`src/rtl/pbsf_defs.vh`:
```
`ifndef PBSF_DEFS_VH
`define PBSF_DEFS_VH

// ----------------------------------------------------------------------
// Geometry
// ----------------------------------------------------------------------
`define PBSF_NCH          6
`define PBSF_AW           12
`define PBSF_DW           32

// ----------------------------------------------------------------------
// Register byte offsets
// ----------------------------------------------------------------------
`define PBSF_OFS_FLAGS    12'h0EC
`define PBSF_OFS_IRQ_STS  12'h100
`define PBSF_OFS_IRQ_CLR  12'h104
`define PBSF_OFS_IRQ_EN   12'h108

// ----------------------------------------------------------------------
// Field positions in the flag register and the interrupt registers
// ----------------------------------------------------------------------
`define PBSF_LSTS_LSB     24
`define PBSF_ESTS_LSB     16
`define PBSF_LIF_LSB      8
`define PBSF_EIF_LSB      0

// ----------------------------------------------------------------------
// Reset values, masks and responses
// ----------------------------------------------------------------------
`define PBSF_FLAGS_RST    32'h0000_0000
`define PBSF_IRQ_RST      32'h0000_0000
`define PBSF_IRQ_MASK     32'h0000_3F3F
`define PBSF_ZERO6        6'h00
`define PBSF_RESP_OKAY    2'h0
`define PBSF_RESP_SLVERR  2'h2

`endif

```
`src/rtl/pbsf_chan.v`:
```
`timescale 1ns/1ns
`include "pbsf_defs.vh"

// ----------------------------------------------------------------------
// One channel of brake tracking
// ----------------------------------------------------------------------
module pbsf_chan (
  input  wire aclk,
  input  wire aresetn,
  input  wire level_src_n,     // Enabled level brake sources, low = brake
  input  wire edge_src_n,      // Enabled edge brake sources, low = brake
  input  wire period_end,      // Pulse at end of the running period
  input  wire edge_state_clr,  // Software clear of edge state
  input  wire level_flag_clr,  // Software clear of level flag
  input  wire edge_flag_clr,   // Software clear of edge flag
  output wire level_state,     // Level brake state
  output wire edge_state,      // Edge brake state
  output wire level_flag,      // Level brake interrupt flag
  output wire edge_flag,       // Edge brake interrupt flag
  output wire level_event,     // One-cycle level brake event
  output wire edge_event,      // One-cycle edge brake event
  output wire out_en           // Channel waveform may be driven
);

  reg  level_prev_reg;         // Last level source sample
  reg  edge_prev_reg;          // Last edge source sample
  reg  level_state_reg;        // Level brake state
  reg  edge_state_reg;         // Edge brake state
  reg  level_flag_reg;         // Level interrupt flag
  reg  edge_flag_reg;          // Edge interrupt flag
  reg  out_en_reg;             // Waveform enable
  wire level_fall;             // Falling edge of level source
  wire edge_fall;              // Falling edge of edge source
  wire level_release;          // Level brake ends this cycle

  // Falling edges of the brake sources
  assign level_fall    = level_prev_reg & ~level_src_n;
  assign edge_fall     = edge_prev_reg & ~edge_src_n;
  // Release only once sources are high and the period has ended
  assign level_release = level_state_reg & level_src_n
                         & period_end;

  // ----------------------------------------------------------------------
  // State and flag registers
  // ----------------------------------------------------------------------
  always @(posedge aclk)
  begin
    if (!aresetn)
    begin
      level_prev_reg  <= 1'b1;
      edge_prev_reg   <= 1'b1;
      level_state_reg <= 1'b0;
      edge_state_reg  <= 1'b0;
      level_flag_reg  <= 1'b0;
      edge_flag_reg   <= 1'b0;
      out_en_reg      <= 1'b1;
    end
    else
    begin
      level_prev_reg <= level_src_n;
      edge_prev_reg  <= edge_src_n;
      // Level state: set by hardware, cleared only by release
      if (level_fall)
        level_state_reg <= 1'b1;
      else if (level_release)
        level_state_reg <= 1'b0;
      // Edge state: set wins over the software clear
      if (edge_fall)
        edge_state_reg <= 1'b1;
      else if (edge_state_clr)
        edge_state_reg <= 1'b0;
      // Interrupt flags, set wins
      if (level_fall)
        level_flag_reg <= 1'b1;
      else if (level_flag_clr)
        level_flag_reg <= 1'b0;
      if (edge_fall)
        edge_flag_reg <= 1'b1;
      else if (edge_flag_clr)
        edge_flag_reg <= 1'b0;
      // Output stops at once and resumes only on a period boundary
      if (level_fall | edge_fall)
        out_en_reg <= 1'b0;
      else if (!out_en_reg && period_end && !edge_state_reg
               && (!level_state_reg || level_release))
        out_en_reg <= 1'b1;
    end
  end

  assign level_state = level_state_reg;
  assign edge_state  = edge_state_reg;
  assign level_flag  = level_flag_reg;
  assign edge_flag   = edge_flag_reg;
  assign level_event = level_fall;
  assign edge_event  = edge_fall;
  assign out_en      = out_en_reg;

endmodule

```
`src/rtl/pbsf_top.v`:
```
`timescale 1ns/1ns
`include "pbsf_defs.vh"

// ----------------------------------------------------------------------
// Brake status and flag block with AXI4-Lite slave
// ----------------------------------------------------------------------
module pbsf_top (
  input  wire        aclk,
  input  wire        aresetn,
  // Write address channel
  input  wire [11:0] s_axi_awaddr,
  input  wire [2:0]  s_axi_awprot,
  input  wire        s_axi_awvalid,
  output wire        s_axi_awready,
  // Write data channel
  input  wire [31:0] s_axi_wdata,
  input  wire [3:0]  s_axi_wstrb,
  input  wire        s_axi_wvalid,
  output wire        s_axi_wready,
  // Write response channel
  output wire [1:0]  s_axi_bresp,
  output wire        s_axi_bvalid,
  input  wire        s_axi_bready,
  // Read address channel
  input  wire [11:0] s_axi_araddr,
  input  wire [2:0]  s_axi_arprot,
  input  wire        s_axi_arvalid,
  output wire        s_axi_arready,
  // Read data channel
  output wire [31:0] s_axi_rdata,
  output wire [1:0]  s_axi_rresp,
  output wire        s_axi_rvalid,
  input  wire        s_axi_rready,
  // Brake side
  input  wire [5:0]  level_brake_src_n,
  input  wire [5:0]  edge_brake_src_n,
  input  wire [5:0]  period_end,
  input  wire        register_write_lock,
  output wire [5:0]  chan_out_en,
  output wire        irq
);

  // ----------------------------------------------------------------------
  // Local state codes
  // ----------------------------------------------------------------------
  localparam [1:0] WS_IDLE = 2'h1;    // Collecting address and data
  localparam [1:0] WS_RESP = 2'h2;    // Response offered
  localparam [1:0] RS_IDLE = 2'h1;    // Waiting for read address
  localparam [1:0] RS_RESP = 2'h2;    // Read data offered

  // ----------------------------------------------------------------------
  // Bus slave registers
  // ----------------------------------------------------------------------
  reg  [1:0]  wstate_reg;             // Write state
  reg  [1:0]  rstate_reg;             // Read state
  reg         awready_reg;            // Address slot free
  reg         wready_reg;             // Data slot free
  reg         aw_got_reg;             // Address held
  reg         w_got_reg;              // Data held
  reg  [11:0] awaddr_reg;             // Held write address
  reg  [31:0] wdata_reg;              // Held write data
  reg  [3:0]  wstrb_reg;              // Held byte strobes
  reg         bvalid_reg;             // Write response valid
  reg  [1:0]  bresp_reg;              // Write response code
  reg         arready_reg;            // Read address slot free
  reg         rvalid_reg;             // Read data valid
  reg  [31:0] rdata_reg;              // Read data
  reg  [1:0]  rresp_reg;              // Read response code

  // ----------------------------------------------------------------------
  // Interrupt registers
  // ----------------------------------------------------------------------
  reg  [31:0] irq_sts_reg;            // Sticky event bits
  reg  [31:0] irq_en_reg;             // Interrupt enables
  reg         irq_reg;                // Interrupt output
  reg  [31:0] irq_sts_next;           // Next sticky value

  // ----------------------------------------------------------------------
  // Decode, register image and channel signals
  // ----------------------------------------------------------------------
  wire        wr_en;                  // Write performed this cycle
  wire [3:0]  wr_sel;                 // One-hot write target
  wire [3:0]  rd_sel;                 // One-hot read target
  wire [31:0] wr_ones;                // Written ones under strobes
  wire [31:0] flags_word;             // Flag register image
  wire [31:0] ev_word;                // Events in interrupt layout
  wire [5:0]  edge_state_clr;         // Edge state clear strobes
  wire [5:0]  level_flag_clr;         // Level flag clear strobes
  wire [5:0]  edge_flag_clr;          // Edge flag clear strobes
  wire [5:0]  level_state;            // Per-channel level states
  wire [5:0]  edge_state;             // Per-channel edge states
  wire [5:0]  level_flag;             // Per-channel level flags
  wire [5:0]  edge_flag;              // Per-channel edge flags
  wire [5:0]  level_event;            // Per-channel level events
  wire [5:0]  edge_event;             // Per-channel edge events

  // ----------------------------------------------------------------------
  // Address decode, shared by the read and write paths
  // ----------------------------------------------------------------------
  function [3:0] reg_sel;
    input [11:0] addr;
    begin
      case (addr)
        `PBSF_OFS_FLAGS:   reg_sel = 4'h1;
        `PBSF_OFS_IRQ_STS: reg_sel = 4'h2;
        `PBSF_OFS_IRQ_CLR: reg_sel = 4'h4;
        `PBSF_OFS_IRQ_EN:  reg_sel = 4'h8;
        default:           reg_sel = 4'h0;
      endcase
    end
  endfunction

  // Expand byte strobes into a bit mask
  function [31:0] strb_mask;
    input [3:0] strb;
    begin
      strb_mask = {{8{strb[3]}}, {8{strb[2]}},
                   {8{strb[1]}}, {8{strb[0]}}};
    end
  endfunction

  assign wr_en   = (wstate_reg == WS_IDLE) & aw_got_reg & w_got_reg;
  assign wr_sel  = wr_en ? reg_sel(awaddr_reg) : 4'h0;
  assign rd_sel  = reg_sel(s_axi_araddr);
  // In the clear writes only written ones act; zeros leave bits unchanged (the enable register takes zeros under strobes)
  assign wr_ones = wdata_reg & strb_mask(wstrb_reg);

  // ----------------------------------------------------------------------
  // Clear strobes toward the channels
  // ----------------------------------------------------------------------
  // Edge state is cleared by a written one
  assign edge_state_clr = wr_sel[0] ?
    wr_ones[`PBSF_ESTS_LSB+5:`PBSF_ESTS_LSB] : `PBSF_ZERO6;
  // Interrupt flags ignore clears while the lock is set
  assign level_flag_clr = (wr_sel[0] && !register_write_lock) ?
    wr_ones[`PBSF_LIF_LSB+5:`PBSF_LIF_LSB] : `PBSF_ZERO6;
  assign edge_flag_clr  = (wr_sel[0] && !register_write_lock) ?
    wr_ones[`PBSF_EIF_LSB+5:`PBSF_EIF_LSB] : `PBSF_ZERO6;

  // ----------------------------------------------------------------------
  // Six channel instances
  // ----------------------------------------------------------------------
  genvar gi;
  generate
    for (gi = 0; gi < `PBSF_NCH; gi = gi + 1)
    begin : g_chan
      pbsf_chan u_chan (
        .aclk           (aclk),
        .aresetn        (aresetn),
        .level_src_n    (level_brake_src_n[gi]),
        .edge_src_n     (edge_brake_src_n[gi]),
        .period_end     (period_end[gi]),
        .edge_state_clr (edge_state_clr[gi]),
        .level_flag_clr (level_flag_clr[gi]),
        .edge_flag_clr  (edge_flag_clr[gi]),
        .level_state    (level_state[gi]),
        .edge_state     (edge_state[gi]),
        .level_flag     (level_flag[gi]),
        .edge_flag      (edge_flag[gi]),
        .level_event    (level_event[gi]),
        .edge_event     (edge_event[gi]),
        .out_en         (chan_out_en[gi])
      );
    end
  endgenerate

  // ----------------------------------------------------------------------
  // Register images
  // ----------------------------------------------------------------------
  // Reserved positions are tied to zero
  assign flags_word = {2'h0, level_state,
                       2'h0, edge_state,
                       2'h0, level_flag,
                       2'h0, edge_flag};
  // Events in the same layout as the flag bits
  assign ev_word    = {18'h00000, level_event, 2'h0, edge_event};

  // ----------------------------------------------------------------------
  // Write channel handling
  // ----------------------------------------------------------------------
  always @(posedge aclk)
  begin
    if (!aresetn)
    begin
      wstate_reg  <= WS_IDLE;
      awready_reg <= 1'b1;
      wready_reg  <= 1'b1;
      aw_got_reg  <= 1'b0;
      w_got_reg   <= 1'b0;
      awaddr_reg  <= 12'h000;
      wdata_reg   <= 32'h0000_0000;
      wstrb_reg   <= 4'h0;
      bvalid_reg  <= 1'b0;
      bresp_reg   <= `PBSF_RESP_OKAY;
    end
    else
    begin
      case (wstate_reg)
        WS_IDLE:
        begin
          // Address may come before, with or after the data
          if (s_axi_awvalid && awready_reg)
          begin
            awaddr_reg  <= s_axi_awaddr;
            aw_got_reg  <= 1'b1;
            awready_reg <= 1'b0;
          end
          // Data slot
          if (s_axi_wvalid && wready_reg)
          begin
            wdata_reg  <= s_axi_wdata;
            wstrb_reg  <= s_axi_wstrb;
            w_got_reg  <= 1'b1;
            wready_reg <= 1'b0;
          end
          // Both held: write happens now, response next
          if (wr_en)
          begin
            bvalid_reg <= 1'b1;
            bresp_reg  <= (reg_sel(awaddr_reg) == 4'h0) ?
                          `PBSF_RESP_SLVERR : `PBSF_RESP_OKAY;
            wstate_reg <= WS_RESP;
          end
        end
        WS_RESP:
        begin
          // Hold the response until the master takes it
          if (s_axi_bready)
          begin
            bvalid_reg  <= 1'b0;
            aw_got_reg  <= 1'b0;
            w_got_reg   <= 1'b0;
            awready_reg <= 1'b1;
            wready_reg  <= 1'b1;
            wstate_reg  <= WS_IDLE;
          end
        end
        default:
        begin
          wstate_reg <= WS_IDLE;
        end
      endcase
    end
  end

  // ----------------------------------------------------------------------
  // Read channel handling
  // ----------------------------------------------------------------------
  always @(posedge aclk)
  begin
    if (!aresetn)
    begin
      rstate_reg  <= RS_IDLE;
      arready_reg <= 1'b1;
      rvalid_reg  <= 1'b0;
      rdata_reg   <= 32'h0000_0000;
      rresp_reg   <= `PBSF_RESP_OKAY;
    end
    else
    begin
      case (rstate_reg)
        RS_IDLE:
        begin
          // Capture data at the address handshake
          if (s_axi_arvalid && arready_reg)
          begin
            arready_reg <= 1'b0;
            rvalid_reg  <= 1'b1;
            rstate_reg  <= RS_RESP;
            case (rd_sel)
              4'h1:    rdata_reg <= flags_word;
              4'h2:    rdata_reg <= irq_sts_reg;
              4'h8:    rdata_reg <= irq_en_reg;
              default: rdata_reg <= 32'h0000_0000;
            endcase
            rresp_reg <= (rd_sel == 4'h0) ?
                         `PBSF_RESP_SLVERR : `PBSF_RESP_OKAY;
          end
        end
        RS_RESP:
        begin
          // Hold data until the master takes it
          if (s_axi_rready)
          begin
            rvalid_reg  <= 1'b0;
            arready_reg <= 1'b1;
            rstate_reg  <= RS_IDLE;
          end
        end
        default:
        begin
          rstate_reg <= RS_IDLE;
        end
      endcase
    end
  end

  // ----------------------------------------------------------------------
  // Interrupt status, enable and output
  // ----------------------------------------------------------------------
  // Clear first, then set, so a same-cycle event survives
  always @*
  begin
    irq_sts_next = irq_sts_reg;
    if (wr_sel[2])
      irq_sts_next = irq_sts_next & ~wr_ones;
    irq_sts_next = irq_sts_next | ev_word;
  end

  // Status, enable and the level output
  always @(posedge aclk)
  begin
    if (!aresetn)
    begin
      irq_sts_reg <= `PBSF_IRQ_RST;
      irq_en_reg  <= `PBSF_IRQ_RST;
      irq_reg     <= 1'b0;
    end
    else
    begin
      irq_sts_reg <= irq_sts_next;
      // Enable register, bytes under strobes, reserved held low
      if (wr_sel[3])
        irq_en_reg <= ((irq_en_reg & ~strb_mask(wstrb_reg))
                      | wr_ones) & `PBSF_IRQ_MASK;
      irq_reg <= |(irq_sts_next & irq_en_reg);
    end
  end

  // ----------------------------------------------------------------------
  // Output wiring from flip-flops
  // ----------------------------------------------------------------------
  assign s_axi_awready = awready_reg;
  assign s_axi_wready  = wready_reg;
  assign s_axi_bvalid  = bvalid_reg;
  assign s_axi_bresp   = bresp_reg;
  assign s_axi_arready = arready_reg;
  assign s_axi_rvalid  = rvalid_reg;
  assign s_axi_rdata   = rdata_reg;
  assign s_axi_rresp   = rresp_reg;
  assign irq           = irq_reg;

endmodule

```
`config.mk`:
```
export PLATFORM = sky130hd
export DESIGN_NAME = pbsf_top
export DESIGN_NICKNAME = d
export VERILOG_FILES = /design/src/rtl/pbsf_chan.v /design/src/rtl/pbsf_top.v
export VERILOG_INCLUDE_DIRS = /design/src /design/src/rtl
export SDC_FILE = /design/constraint.sdc
export NUM_CORES = 1
export LEC_CHECK = 0
export BUFFER_PORTS_ARGS = -buffer_cell sky130_fd_sc_hd__buf_2
export CELL_PAD_IN_SITES_DETAIL_PLACEMENT = 2
export CELL_PAD_IN_SITES_GLOBAL_PLACEMENT = 2
export CORE_ASPECT_RATIO = 1.2
export CORE_MARGIN = 2
export CORE_UTILIZATION = 34
export CTS_BUF_LIST = sky130_fd_sc_hd__clkbuf_8
export DETAILED_ROUTE_END_ITERATION = 16
export PLACE_DENSITY_LB_ADDON = 0.05
export SLEW_MARGIN = 20
export SYNTH_ARGS = -nofsm -noshare
export SYNTH_HDL_FRONTEND = slang
export SYNTH_HIERARCHICAL = 1
export SYNTH_SLANG_ARGS = --single-unit
```
`constraint.sdc`:
```
create_clock -name aclk -period 3 [get_ports aclk]
set_input_delay 0.3 -clock aclk [delete_from_list [all_inputs] [get_ports aclk]]
set_output_delay 0.3 -clock aclk [all_outputs]
set_load 0.005 [all_outputs]
```
### Word-level counts from Yosys, hierarchy flattened

Cells that the tools add are included.

* word-level logic and storage cells: 322
* bits of input ports: 92
* register bits: 182
* output and inout port bits: 48

* reductions and logical operators: 92
* equal/unequal tests: 21
* multiplexer cells: 97
* bitwise logic cells: 52

Operator list (count)
* case mux 32 bit (3 select lines): 1
* equality test 12 x 9 -> 1 bit, second input constant: 6
* 2-to-1 mux 1 bit: 71
* bitwise AND 32 bit: 2
* nonzero test 2 bit: 32
* bitwise AND 32 x 14 -> 32 bit: 1
* 2-to-1 mux 32 bit: 1
* inverter 32 bit: 1
* bitwise OR 32 x 14 -> 32 bit: 1
* case mux 4 bit (4 select lines): 2
* OR reduction 32 bit: 1
* bitwise AND 1 bit: 26
* equality test 12 x 8 -> 1 bit, second input constant: 2
* logical AND 1 bit: 22
* zero test 1 bit: 19
* 2-to-1 mux 6 bit: 3
* 2-to-1 mux 4 bit: 4
* bitwise AND 14 bit: 1
* inverter 14 bit: 1
* bitwise OR 14 bit: 1
* case mux 1 bit (2 select lines): 7
* 2-to-1 mux 2 bit: 6
* inverter 1 bit: 12
* AND reduction 2 bit: 6
* 12 further kinds: 33

### Depth between registers and ports, before layout

Gate-level depths: netlist of the first run.

* word-level depth: 8
* mapped depth: 8
* depth with buffers taken out: 7

### By module

The synthesis of the first run kept the hierarchy.

Modules (own cells, without submodules)
* pbsf_top: cells each 680, area each 5580.4 um^2, instances 1
* pbsf_chan: cells each 25, area each 249.0 um^2, instances 6

### Least setup slack after synthesis of the first run

Ideal clock, no wire load.

* path type: register -> register
* from: register awaddr_reg[0]
* to: register g_chan[0].u_chan.level_flag_reg
* setup time: 0.115 ns
* slack: 0.552 ns
* arrival time: 2.334 ns
* path buffers: 0
* required time: 2.885 ns
* stages on the path, launching flop included: 8
* cell sequence: dfxtp_1 > or4_4 > or3_1 > or4_4 > nor3b_4 > and2_1 > nor2b_1 > o21a_1

* longest elaborated chain between the ends: 6
* elaborated cells on any way between the ends: 9
* those cells by class: 4 x eq/ne; 3 x mux; 2 x reduce/logical

RTL lines
* from (decl): line pbsf_top.v:60 `reg [11:0] awaddr_reg;`
* from (signal assigned): line pbsf_top.v:204 `awaddr_reg <= s_axi_awaddr;`
* equality test 12 x 9 -> 1 bit or equality test 12 x 8 -> 1 bit (tied branches): line pbsf_top.v:103 `case (addr)`
* case mux 4 bit (4 select lines) (*): line pbsf_top.v:103
* 2-to-1 mux 4 bit (*): line pbsf_top.v:123 `assign wr_sel = wr_en ? reg_sel(awaddr_reg) : 4'h0;`
* logical AND 1 bit (*): line pbsf_top.v:135 `assign level_flag_clr = (wr_sel[0] && !register_write_lock) ?`
* 2-to-1 mux 6 bit (no source line) (*)
* net level_flag_clr[0]: line pbsf_top.v:88 `wire [5:0] level_flag_clr;`
* nonzero test 2 bit (no source line) (*)
* to (signal assigned): line pbsf_chan.v:54 `level_flag_reg <= 1'b0;`
* to (signal assigned): line pbsf_chan.v:74 `level_flag_reg <= 1'b1;`
* to (signal assigned): line pbsf_chan.v:76 `level_flag_reg <= 1'b0;`
* to (decl): line pbsf_chan.v:29 `reg level_flag_reg;`

The timed path passes the listed nets; every way through them passes the cells marked *.
A chain may end at the register's enable or synchronous reset.

### Worst setup path after layout of the first run

* from: register awaddr_reg[0]
* to: register g_chan[4].u_chan.level_flag_reg

* longest elaborated chain between the ends: 6
* elaborated cells on any way between the ends: 9
* those cells by class: 4 x eq/ne; 3 x mux; 2 x reduce/logical

RTL lines (line)
* equality test 12 x 9 -> 1 bit or equality test 12 x 8 -> 1 bit (tied branches): pbsf_top.v:103
* case mux 4 bit (4 select lines) (*): pbsf_top.v:103
* 2-to-1 mux 4 bit (*): pbsf_top.v:123
* logical AND 1 bit (*): pbsf_top.v:135
* 2-to-1 mux 6 bit (no source line) (*)
* net level_flag_clr[4]: pbsf_top.v:88
* nonzero test 2 bit (no source line) (*)
* to (signal assigned): pbsf_chan.v:54
* to (signal assigned): pbsf_chan.v:74
* to (signal assigned): pbsf_chan.v:76
* to (decl): pbsf_chan.v:29

Marked as above.

==> metrics.md, run 1 <==
| Metric | Value |
|---|---|
| Status | finished, final reports clean |
| Worst setup startpoint | awaddr_reg[0] |
| Initial Utilization | 34.8% |
| Dpl cells | 1200 |
| Place WS | 0.282 ns |
| Hold wc startpoint | edge_brake_src_n[3] |
| CP Data Required Time | 3.37 ns |
| Slew headroom | 48.8% |
| Design Area, Final | 0.00847 mm^2 |
| Switch share | 28.4% |
| EDFF count, synth | 0 |
| CP Buf/Inv Count | 0 |
| Routability cong. | 0.804 |
| RSZ-0062 raised after global routing | false |
| Final WS setup | 0.255 ns |
| Worst-path fanout max | 6 |
| Clock power frac | 34.3% |
| Clk_skew | 0.0107 ns |
| Flops & latches, synth | 180 |
| Power Density | 570 mW/mm^2 |
| Crit path kind | flop to flop |
| Setup Viol. Count Final | 0 |
| Fin. Hold Viols | 0 |
| Fillers | 2322 |
| Tcrit/Tclk final | 91.5% |
| Core region area | 0.0203 mm^2 |
| Syn avg cell area | 8.52 um^2 |
| DR WL/cell | 19.5 um |
| Max Fclk | 364 MHz |
| Synth top area share | 50.9% |
| Setup crit end kind | flop |
| DP Area | 0.00806 mm^2 |
| Origin of the critical flop-to-flop path | awaddr_reg[0] |
| # DRC | 0 |
| H-tree levels | 4 |
| Cell taking the most area after synthesis | dfxtp_1 |
| Minimum clock period | 2.74 ns |
| Cell area after synthesis | 0.00707 mm^2 |
| Total number of vias | 6423 |
| CTS tree | built |
| Arr. time, crit path | 3.11 ns |
| Routed Antenna Nets | 0 |
| Num rows | 57 |
| Clk slew on worst S/H paths | 0.10 ns |
| DR iter-0 viols | 325 |
| Syn. warnings | 6 |
| Total wire length | 24.1 mm |
| Async SR Flop Fraction | 0% |
| Seq pwr share | 54.5% |
| Final TNS setup | 0 ns |
| Worst min path class | input pin to flop |
| Vias in the first global route | 6923 |
| Worst-path cell chain | or4_4 > or3_1 > or4_4 > nor3b_4 > and2_1 > nor2b_1 > o21a_1 |
| Layout cells sized above 1 | 21.7% |
| VDD IR max | 250 uV |
| Grt ovf | 0 |
| Die Ht | 162 um |
| Worst setup SP type | flop |
| Final Core Density | 41.7% |
| Clock sinks | 180 |
| Comb power frac | 11.2% |
| Total CTS buffers | 17 |
| Register area share after synthesis | 50.9% |
| DP HPWL | 17.5 mm |
| Clock Latency Late Sink | 0.47 ns |
| Slew of the pin with the lowest slew margin | 0.765 ns |
| Largest cells by area after synthesis | dfxtp_1 51%, nand2_1 7.7%, a21oi_1 7.4% |
| Clock Path Buffers | 2 |
| First-pass GRT wire length | 38.0 mm |
| Port Buf Inserts | 131 |
| Ys flop type | dfxtp_1 |
| Die ar. | 0.0220 mm^2 |
| DIE WIDTH | 136 um |
| All-Layer GR Usage | 22.3% |
| # nets final | 1048 |
| Leak Pwr | 3.53 nW |
| Max cap viols | 0 |
| Total internal power | 0.00346 W |
| Synth cell types | 41 |
| Max Slew Vio Count | 0 |
| Initial antenna violation count | 2 |
| CP delay by family, top | simple AND/OR/NAND/NOR gates |
| Drt pass-1 iters | 4 |
| Largest net degree at the start of global routing | 40 |
| CTS Root Cell | clkbuf_8 |
| Cells after Synth | 830 |
| Via density | 5.20 |
| CP max stage cell | or4_4 |
| CP max stage delay | 0.60 ns |
| Area growth syn-to-layout | 19.7% |
| NetSw | 0.00137 W |
| Io pins | 140 |
| Most frequent cell on the critical path | or4_4 |
| Final cell count without fillers | 1235 |
per-layer routing:
layer / vias to the layer above / share of wire [%] / GRT usage (%)
li1: 3095 / - / -
met3: 19 / 3.3 / 4.40
met5: - / 0 / 0
met4: 0 / 1.1 / 5.45
met1: 3200 / 44 / 27.5
met2: 109 / 51 / 39.9
area by class of cell:
class	count	area, um^2	area share, %
inverters	18	68.8	0.812
clock buffers	19	262	3.09
flip-flops and latches	180	3600	42.5
diodes	2	5.00	0.0591
well taps	265	332	3.91
clock inverters	12	121	1.43
multi-input cells	588	3240	38.3
repair buffers	151	836	9.87
power by group through the flow:
stage,Sequential [W],Clock [W],Combinational [W]
3_3_place_gp,0.00268,0,0.000522
5_1_grt,0.00265,0.00181,0.000608
6_report,0.00263,0.00166,0.000541
2_1_floorplan,0.00265,0,0.000305
3_5_place_dp,0.00269,0,0.000549
4_1_cts,0.00263,0.00170,0.000555
worst reg2reg max path: stages, from the launching register on:
cell and delay, ns:
dfxtp_1 0.33, or4_4 0.57, or3_1 0.39, or4_4 0.60, nor3b_4 0.35, and2_1 0.18, nor2b_1 0.05, o21a_1 0.17
Yosys cell counts (18+ instances only):
library cell and number:
nand3_1 21, clkbuf_1 38, and2_1 22, nor2_1 65, dfxtp_1 180, a21oi_1 104, o21ai_0 28, nand2b_1 25
a221oi_1 24, nor2b_1 27, nor3_1 27, inv_1 18, nand2_1 145
final timing paths:
check,end,slack [ns],depth (start not counted)
hold reg to reg,irq_sts_reg[23],0.43,1
hold / removal,g_chan[3].u_chan/edge_prev_reg,0.03,2
setup reg to reg,g_chan[4].u_chan/level_flag,0.26,7
setup / recovery,g_chan[4].u_chan/level_flag,0.26,7
cells in the final DEF (no fill, tap or decap), types with 8 or more instances in the layout:
cell,synthesis,routed
o21ai_0,28,28
dfxtp_1,180,180
a21oi_1,104,104
buf_2,2,131
nand2b_1,25,25
mux2_2,12,12
nor2_1,65,65
nand2_1,145,145
clkbuf_8,0,19
buf_4,2,16
nor3_1,27,26
a221oi_1,24,24
nor2b_1,27,27
inv_1,18,17
nand3_1,21,21
mux2i_1,12,12
a31oi_1,8,8
and2_1,22,22
timing repair:
action	in CTS	in global routing
setup buffers	0	0
hold buffers	2	0
gates resized for setup	0	0
hold endpoints to repair	2	0
metrics by stage:
step                      total power, W  hold WS, ns
final                            0.00483       0.0258
after global routing             0.00507       0.0106
after CTS                        0.00489      0.00697
after detailed placement         0.00324        0.415
after global placement           0.00320        0.409
after floorplan                  0.00295        0.371
cells by family (layout without fill, tap and decap cells):
kind of cell | after synthesis | count (layout) | synth area share (%)
simple gates | 372 | 372 | 26.1
buf+inv | 63 | 200 | 3.48
other cells | 1 | 4 | 0.0530
flops | 180 | 180 | 50.9
compound gates | 190 | 190 | 15.8
mux | 24 | 24 | 3.61
Note: power is estimated with default switching activity, not from simulation.
==> run 2, diff against run 1 <==
SETUP_SLACK_MARGIN = 0.3   (was not set)
==> run 2 against run 1 <==
Compared with the run above:
- sequential share of layout area down 0.075 points
- setup slack better by 0.13 ns
- maximum frequency up 5.0%
- critical path depth unchanged
- worst hold slack better by 0.0014 ns
- clock skew is essentially flat
- register-to-register slack improved by 0.13 ns
- die area did not move
- power barely moved
- cell count grew 0.16%
- wire length hardly changed
- critical path type unchanged
- largest power group unchanged
==> metrics.md, run 2 (same netlist as run 1, synthesis figures left out) <==
| Metric | Value |
|---|---|
| Worst min path class | input pin to flop |
| Fillers | 2321 |
| Origin of the critical flop-to-flop path | awaddr_reg[0] |
| Area growth syn-to-layout | 20.0% |
| DP Area | 0.00806 mm^2 |
| Vias in the first global route | 6916 |
| CTS Root Cell | clkbuf_8 |
| CTS resizes | 0 |
| Routed Antenna Nets | 0 |
| Worst-path fanout max | 6 |
| Port Buf Inserts | 131 |
| Routability cong. | 0.804 |
| Leading cell type in the layout, fill and taps excluded | dfxtp_1 |
| All-Layer GR Usage | 22.4% |
| Clk slew on worst S/H paths | 0.10 ns |
| Final cell count without fillers | 1237 |
| Tcrit/Tclk final | 87.2% |
| Leak Pwr | 3.54 nW |
| DIE WIDTH | 136 um |
| Max Slew Vio Count | 0 |
| Total CTS buffers | 17 |
| Clk_skew | 0.0105 ns |
| Drt pass-1 iters | 4 |
| H-tree levels | 4 |
| CP max stage cell | or4_4 |
| Crit path kind | flop to flop |
| Die Ht | 162 um |
| Most frequent cells in the layout | 180 x dfxtp_1, 145 x nand2_1, 131 x buf_2 |
| Hold path depth | 2 |
| Clock Latency Late Sink | 0.47 ns |
| Worst setup startpoint | awaddr_reg[0] |
| Io pins | 140 |
| Clock sinks | 180 |
| # DRC | 0 |
| Largest net degree at the start of global routing | 40 |
| Dpl cells | 1200 |
| Via density | 5.20 |
| Minimum clock period | 2.62 ns |
| CTS tree | built |
| CP Data Required Time | 3.36 ns |
| Hold wc startpoint | edge_brake_src_n[2] |
| # nets final | 1050 |
| DP HPWL | 17.5 mm |
| Num rows | 57 |
| DR WL/cell | 19.5 um |
| Max cap viols | 0 |
| Final TNS setup | 0 ns |
| CP max stage delay | 0.57 ns |
| Arr. time, crit path | 2.97 ns |
| Total wire length | 24.1 mm |
| Status | finished, final reports clean |
| Place WS | 0.282 ns |
| Core region area | 0.0203 mm^2 |
| Slew headroom | 47.0% |
| Layout cells sized above 1 | 21.9% |
| VDD IR max | 250 uV |
| Initial antenna violation count | 2 |
| Worst setup SP type | flop |
| Slew of the pin with the lowest slew margin | 0.792 ns |
| Setup crit end kind | flop |
| Grt ovf | 0 |
| Final WS setup | 0.385 ns |
| Max Fclk | 382 MHz |
| Clock Path Buffers | 2 |
| Power Density | 569 mW/mm^2 |
| Worst-path cell chain | or4_4 > or3_1 > or4_4 > nor3b_4 > and2_1 > nand2b_1 > a21boi_0 |
| Final Core Density | 41.7% |
| Fin. Hold Viols | 0 |
| DR iter-0 viols | 305 |
| Die ar. | 0.0220 mm^2 |
| Cells on worst reg2reg path | 7 |
| First-pass GRT wire length | 38.1 mm |
| Most frequent cell on the critical path | or4_4 |
| Design Area, Final | 0.00849 mm^2 |
| Initial Utilization | 34.8% |
| RSZ-0062 raised after global routing | false |
| Setup Viol. Count Final | 0 |
| Total number of vias | 6436 |
## run 2: changes by cell type in the layout (fill, tap and decap cells not counted), sizes merged
| cell | before | now |
|---|---|---|
| buf | 149 | 151 |
## run 2: metrics by stage
| stage | total power [W] | hold WS, ns |
|---|---|---|
| 2_1_floorplan | 0.00295 | 0.371 |
| 3_3_place_gp | 0.00320 | 0.409 |
| 3_5_place_dp | 0.00324 | 0.415 |
| 4_1_cts | 0.00489 | 0.00697 |
| 5_1_grt | 0.00507 | 0.0106 |
| 6_report | 0.00483 | 0.0272 |
## run 2: path summary, 6_finish.rpt
kind         slack (ns)                             end
max                0.38      g_chan[3].u_chan/edge_flag
min                0.03  g_chan[2].u_chan/edge_prev_reg
max reg2reg        0.38      g_chan[3].u_chan/edge_flag
min reg2reg        0.43                 irq_sts_reg[23]
## run 2: layer usage
metal | up-vias | part of all wire (%) | track usage (%)
met1 | 3204 | 43 | 27.5
li1 | 3101 | - | -
met3 | 18 | 3.9 | 4.40
met5 | - | 0 | 0
met4 | 0 | 1.2 | 5.45
met2 | 113 | 52 | 40.0
## run 2: timing repair
| action | in CTS | in global routing |
|---|---|---|
| setup buffers | 2 | 0 |
| hold buffers | 2 | 0 |
| hold endpoints to repair | 2 | 0 |
| setup endpoints to repair | 11 | 0 |
## run 2: area by class of cell
class	count	area [um^2]	area share, %
Antenna cell	2	5.00	0.0590
Multi-Input combinational cell	588	3240	38.2
Sequential cell	180	3600	42.5
Inverter	18	68.8	0.811
Clock inverter	12	121	1.43
Timing Repair Buffer	153	851	10.0
Tap cell	265	332	3.91
Clock buffer	19	262	3.08
## run 2: where the power goes
part | leakage (nW) | total [W] | internal, W | switching [W]
Combinational | 1.87 | 0.000541 | 0.000227 | 0.000314
Clock | 0.187 | 0.00165 | 0.000712 | 0.000941
Sequential | 1.48 | 0.00263 | 0.00252 | 0.000110
Total | 3.54 | 0.00483 | 0.00346 | 0.00137
## run 2: critical path: cells and delay by family, from the launching register on
family,cells,cell delay (ns)
DFF,1,0.33
and+or+nand+nor,6,2.09
AOI/OAI and AO/OA,1,0.08
==> run 3, diff against run 2 <==
CORE_UTILIZATION = 36   (was 34)
clock period = 3.4 ns   (was 3 ns; I/O delays follow)
==> run 3 against run 2 <==
Compared with the run above:
- non-clock buffer count shrank 8
- via count up 0.61%
- register-to-register slack gained 0.20 ns
- combinational power decreased by 12%
- core utilization increased by 1.9 points
- clock skew rose by 0.0028 ns
- global-route usage rose by 0.92 points
- worst hold slack gained 0.048 ns
- wire length is 1.3% lower
- flip-flop and latch count unchanged
- largest cell class unchanged
==> metrics.md, run 3 (same netlist as run 1, synthesis figures left out) <==
| Metric | Value |
|---|---|
| Die ar. | 0.0208 mm^2 |
| Port Buf Inserts | 131 |
| Met3 WL | 923 um |
| Worst-path cell chain | or4b_2 > nor4_1 > nand4b_1 > mux2i_1 > nor2_1 |
| Drt pass-1 iters | 5 |
| Arr. time, crit path | 3.15 ns |
| Worst hold slack | 0.0757 ns |
| Seq pwr share | 52.3% |
| Die Ht | 158 um |
| Top layer in use | met5 |
| Worst setup SP type | flop |
| # DRC | 0 |
| Final cell count without fillers | 1224 |
| Io pins | 140 |
| CP max stage cell | or4b_2 |
| Diode count | 0 |
| WL met1 | 9.73 mm |
| CTS resizes | 0 |
| Setup crit end kind | flop |
| NetSw | 0.00119 W |
| Clock Path Buffers | 2 |
| Clk slew on worst S/H paths | 0.10 ns |
| Max Slew Vio Count | 0 |
| Initial antenna violation count | 2 |
| Status | finished, final reports clean |
| Setup Viol. Count Final | 0 |
| DP Area | 0.00802 mm^2 |
| Place WS | 0.723 ns |
| Vias in the first global route | 7074 |
| Initial Utilization | 36.4% |
| Most frequent cells in the layout | 180 x dfxtp_1, 145 x nand2_1, 131 x buf_2 |
| Hold Buf Count CTS | 0 |
| Power Density | 525 mW/mm^2 |
| Design Area, Final | 0.00846 mm^2 |
| Total number of vias | 6475 |
| Largest net degree at the start of global routing | 68 |
| Routability cong. | 0.795 |
| Routed Antenna Nets | 0 |
| Dpl cells | 1192 |
| Area growth syn-to-layout | 19.6% |
| Worst min path class | input pin to flop |
| CTS Root Cell | clkbuf_8 |
| Comb power frac | 10.7% |
| Tcrit/Tclk final | 82.7% |
| Fin. Hold Viols | 0 |
| Worst-path fanout max | 6 |
| CP max stage delay | 0.72 ns |
| Layout cells sized above 1 | 21.4% |
| Core region area | 0.0194 mm^2 |
| Total wire length | 23.8 mm |
| First-pass GRT wire length | 37.9 mm |
| Clk_skew | 0.0133 ns |
| Max cap viols | 0 |
| Clock sinks | 180 |
| Leading cell type in the layout, fill and taps excluded | dfxtp_1 |
| H-tree levels | 4 |
| Slew headroom | 35.8% |
| Total CTS buffers | 17 |
| Post-CTS Setup Repair Bufs | 0 |
| Clock power frac | 37.0% |
| Final WS setup | 0.590 ns |
| DR iter-0 viols | 295 |
| DP HPWL | 17.2 mm |
| CP Data Required Time | 3.74 ns |
| Via density | 5.29 |
| Fillers | 2239 |
| RSZ-0062 raised after global routing | false |
| CTS tree | built |
| Minimum clock period | 2.81 ns |
| DR WL/cell | 19.5 um |
| Clock Latency Late Sink | 0.46 ns |
| Max Fclk | 356 MHz |
| Leak Pwr | 3.54 nW |
| Crit path kind | flop to flop |
| # nets final | 1042 |
| Final TNS setup | 0 ns |
| VDD IR max | 230 uV |
| Slew of the pin with the lowest slew margin | 0.958 ns |
| All-Layer GR Usage | 23.3% |
| Grt ovf | 0 |
| Met2 wire len | 12.8 mm |
| Switch share | 26.7% |
| DIE WIDTH | 132 um |
| Total internal power | 0.00325 W |
| Num rows | 56 |
-- run 3: cell count changes in the layout (fill, tap and decap cells not counted) --
cell	delta
buf_12	-1
buf_4	-5
bufinv_16	+3
clkbuf_8	-1
clkinvlp_4	-1
diode_2	-2
dlygate4sd3_1	-2
inv_1	+1
inv_6	-2
inv_8	+1
-- run 3: critical path, delay by kind of cell, from the launching register on --
| kind | cells | cell delay, ns |
|---|---|---|
| multiplexers | 1 | 0.37 |
| AND/OR/NAND/NOR | 4 | 1.99 |
| flip-flops | 1 | 0.33 |
-- run 3: layer usage --
layer | vias to the layer above | global-route usage (%)
met4 | 4 | 5.64
met5 | - | 0
met3 | 27 | 4.96
li1 | 3087 | -
met2 | 113 | 44.2
met1 | 3244 | 26.6
-- run 3: stage by stage --
| step | total power, W | util [%] |
|---|---|---|
| finish | 0.00444 | 43.6 |
| global route | 0.00464 | 43.6 |
| CTS | 0.00449 | 43.6 |
| detailed placement | 0.00285 | 41.3 |
| global placement | 0.00281 | 41.3 |
| floorplan | 0.00261 | - |
-- run 3: power groups by stage --
stage | sequential [W] | clock [W] | combinational, W
after detailed placement | 0.00237 | 0 | 0.000479
after global placement | 0.00236 | 0 | 0.000451
after floorplan | 0.00234 | 0 | 0.000269
final | 0.00232 | 0.00164 | 0.000475
after CTS | 0.00232 | 0.00168 | 0.000484
after global routing | 0.00234 | 0.00177 | 0.000533
-- run 3: final timing paths --
| check | startpoint | endpoint | slack [ns] | cells past startpoint |
|---|---|---|---|---|
| max | awaddr_reg[5] | flop | 0.59 | 5 |
| min | edge_brake_src_n[4] | g_chan[4].u_chan/edge_prev_reg | 0.08 | 2 |
| max reg2reg | awaddr_reg[5] | flop | 0.59 | 5 |
| min reg2reg | wdata_reg[30] | irq_sts_reg[30] | 0.42 | 1 |
-- run 3: layout make-up --
| cell class | instances | area [um^2] | share of cell area (%) |
|---|---|---|---|
| Tap cell | 261 | 327 | 3.86 |
| Clock inverter | 14 | 201 | 2.38 |
| Timing Repair Buffer | 145 | 773 | 9.14 |
| Multi-Input combinational cell | 588 | 3240 | 38.3 |
| Inverter | 18 | 68.8 | 0.813 |
| Clock buffer | 18 | 248 | 2.93 |
| Sequential cell | 180 | 3600 | 42.6 |
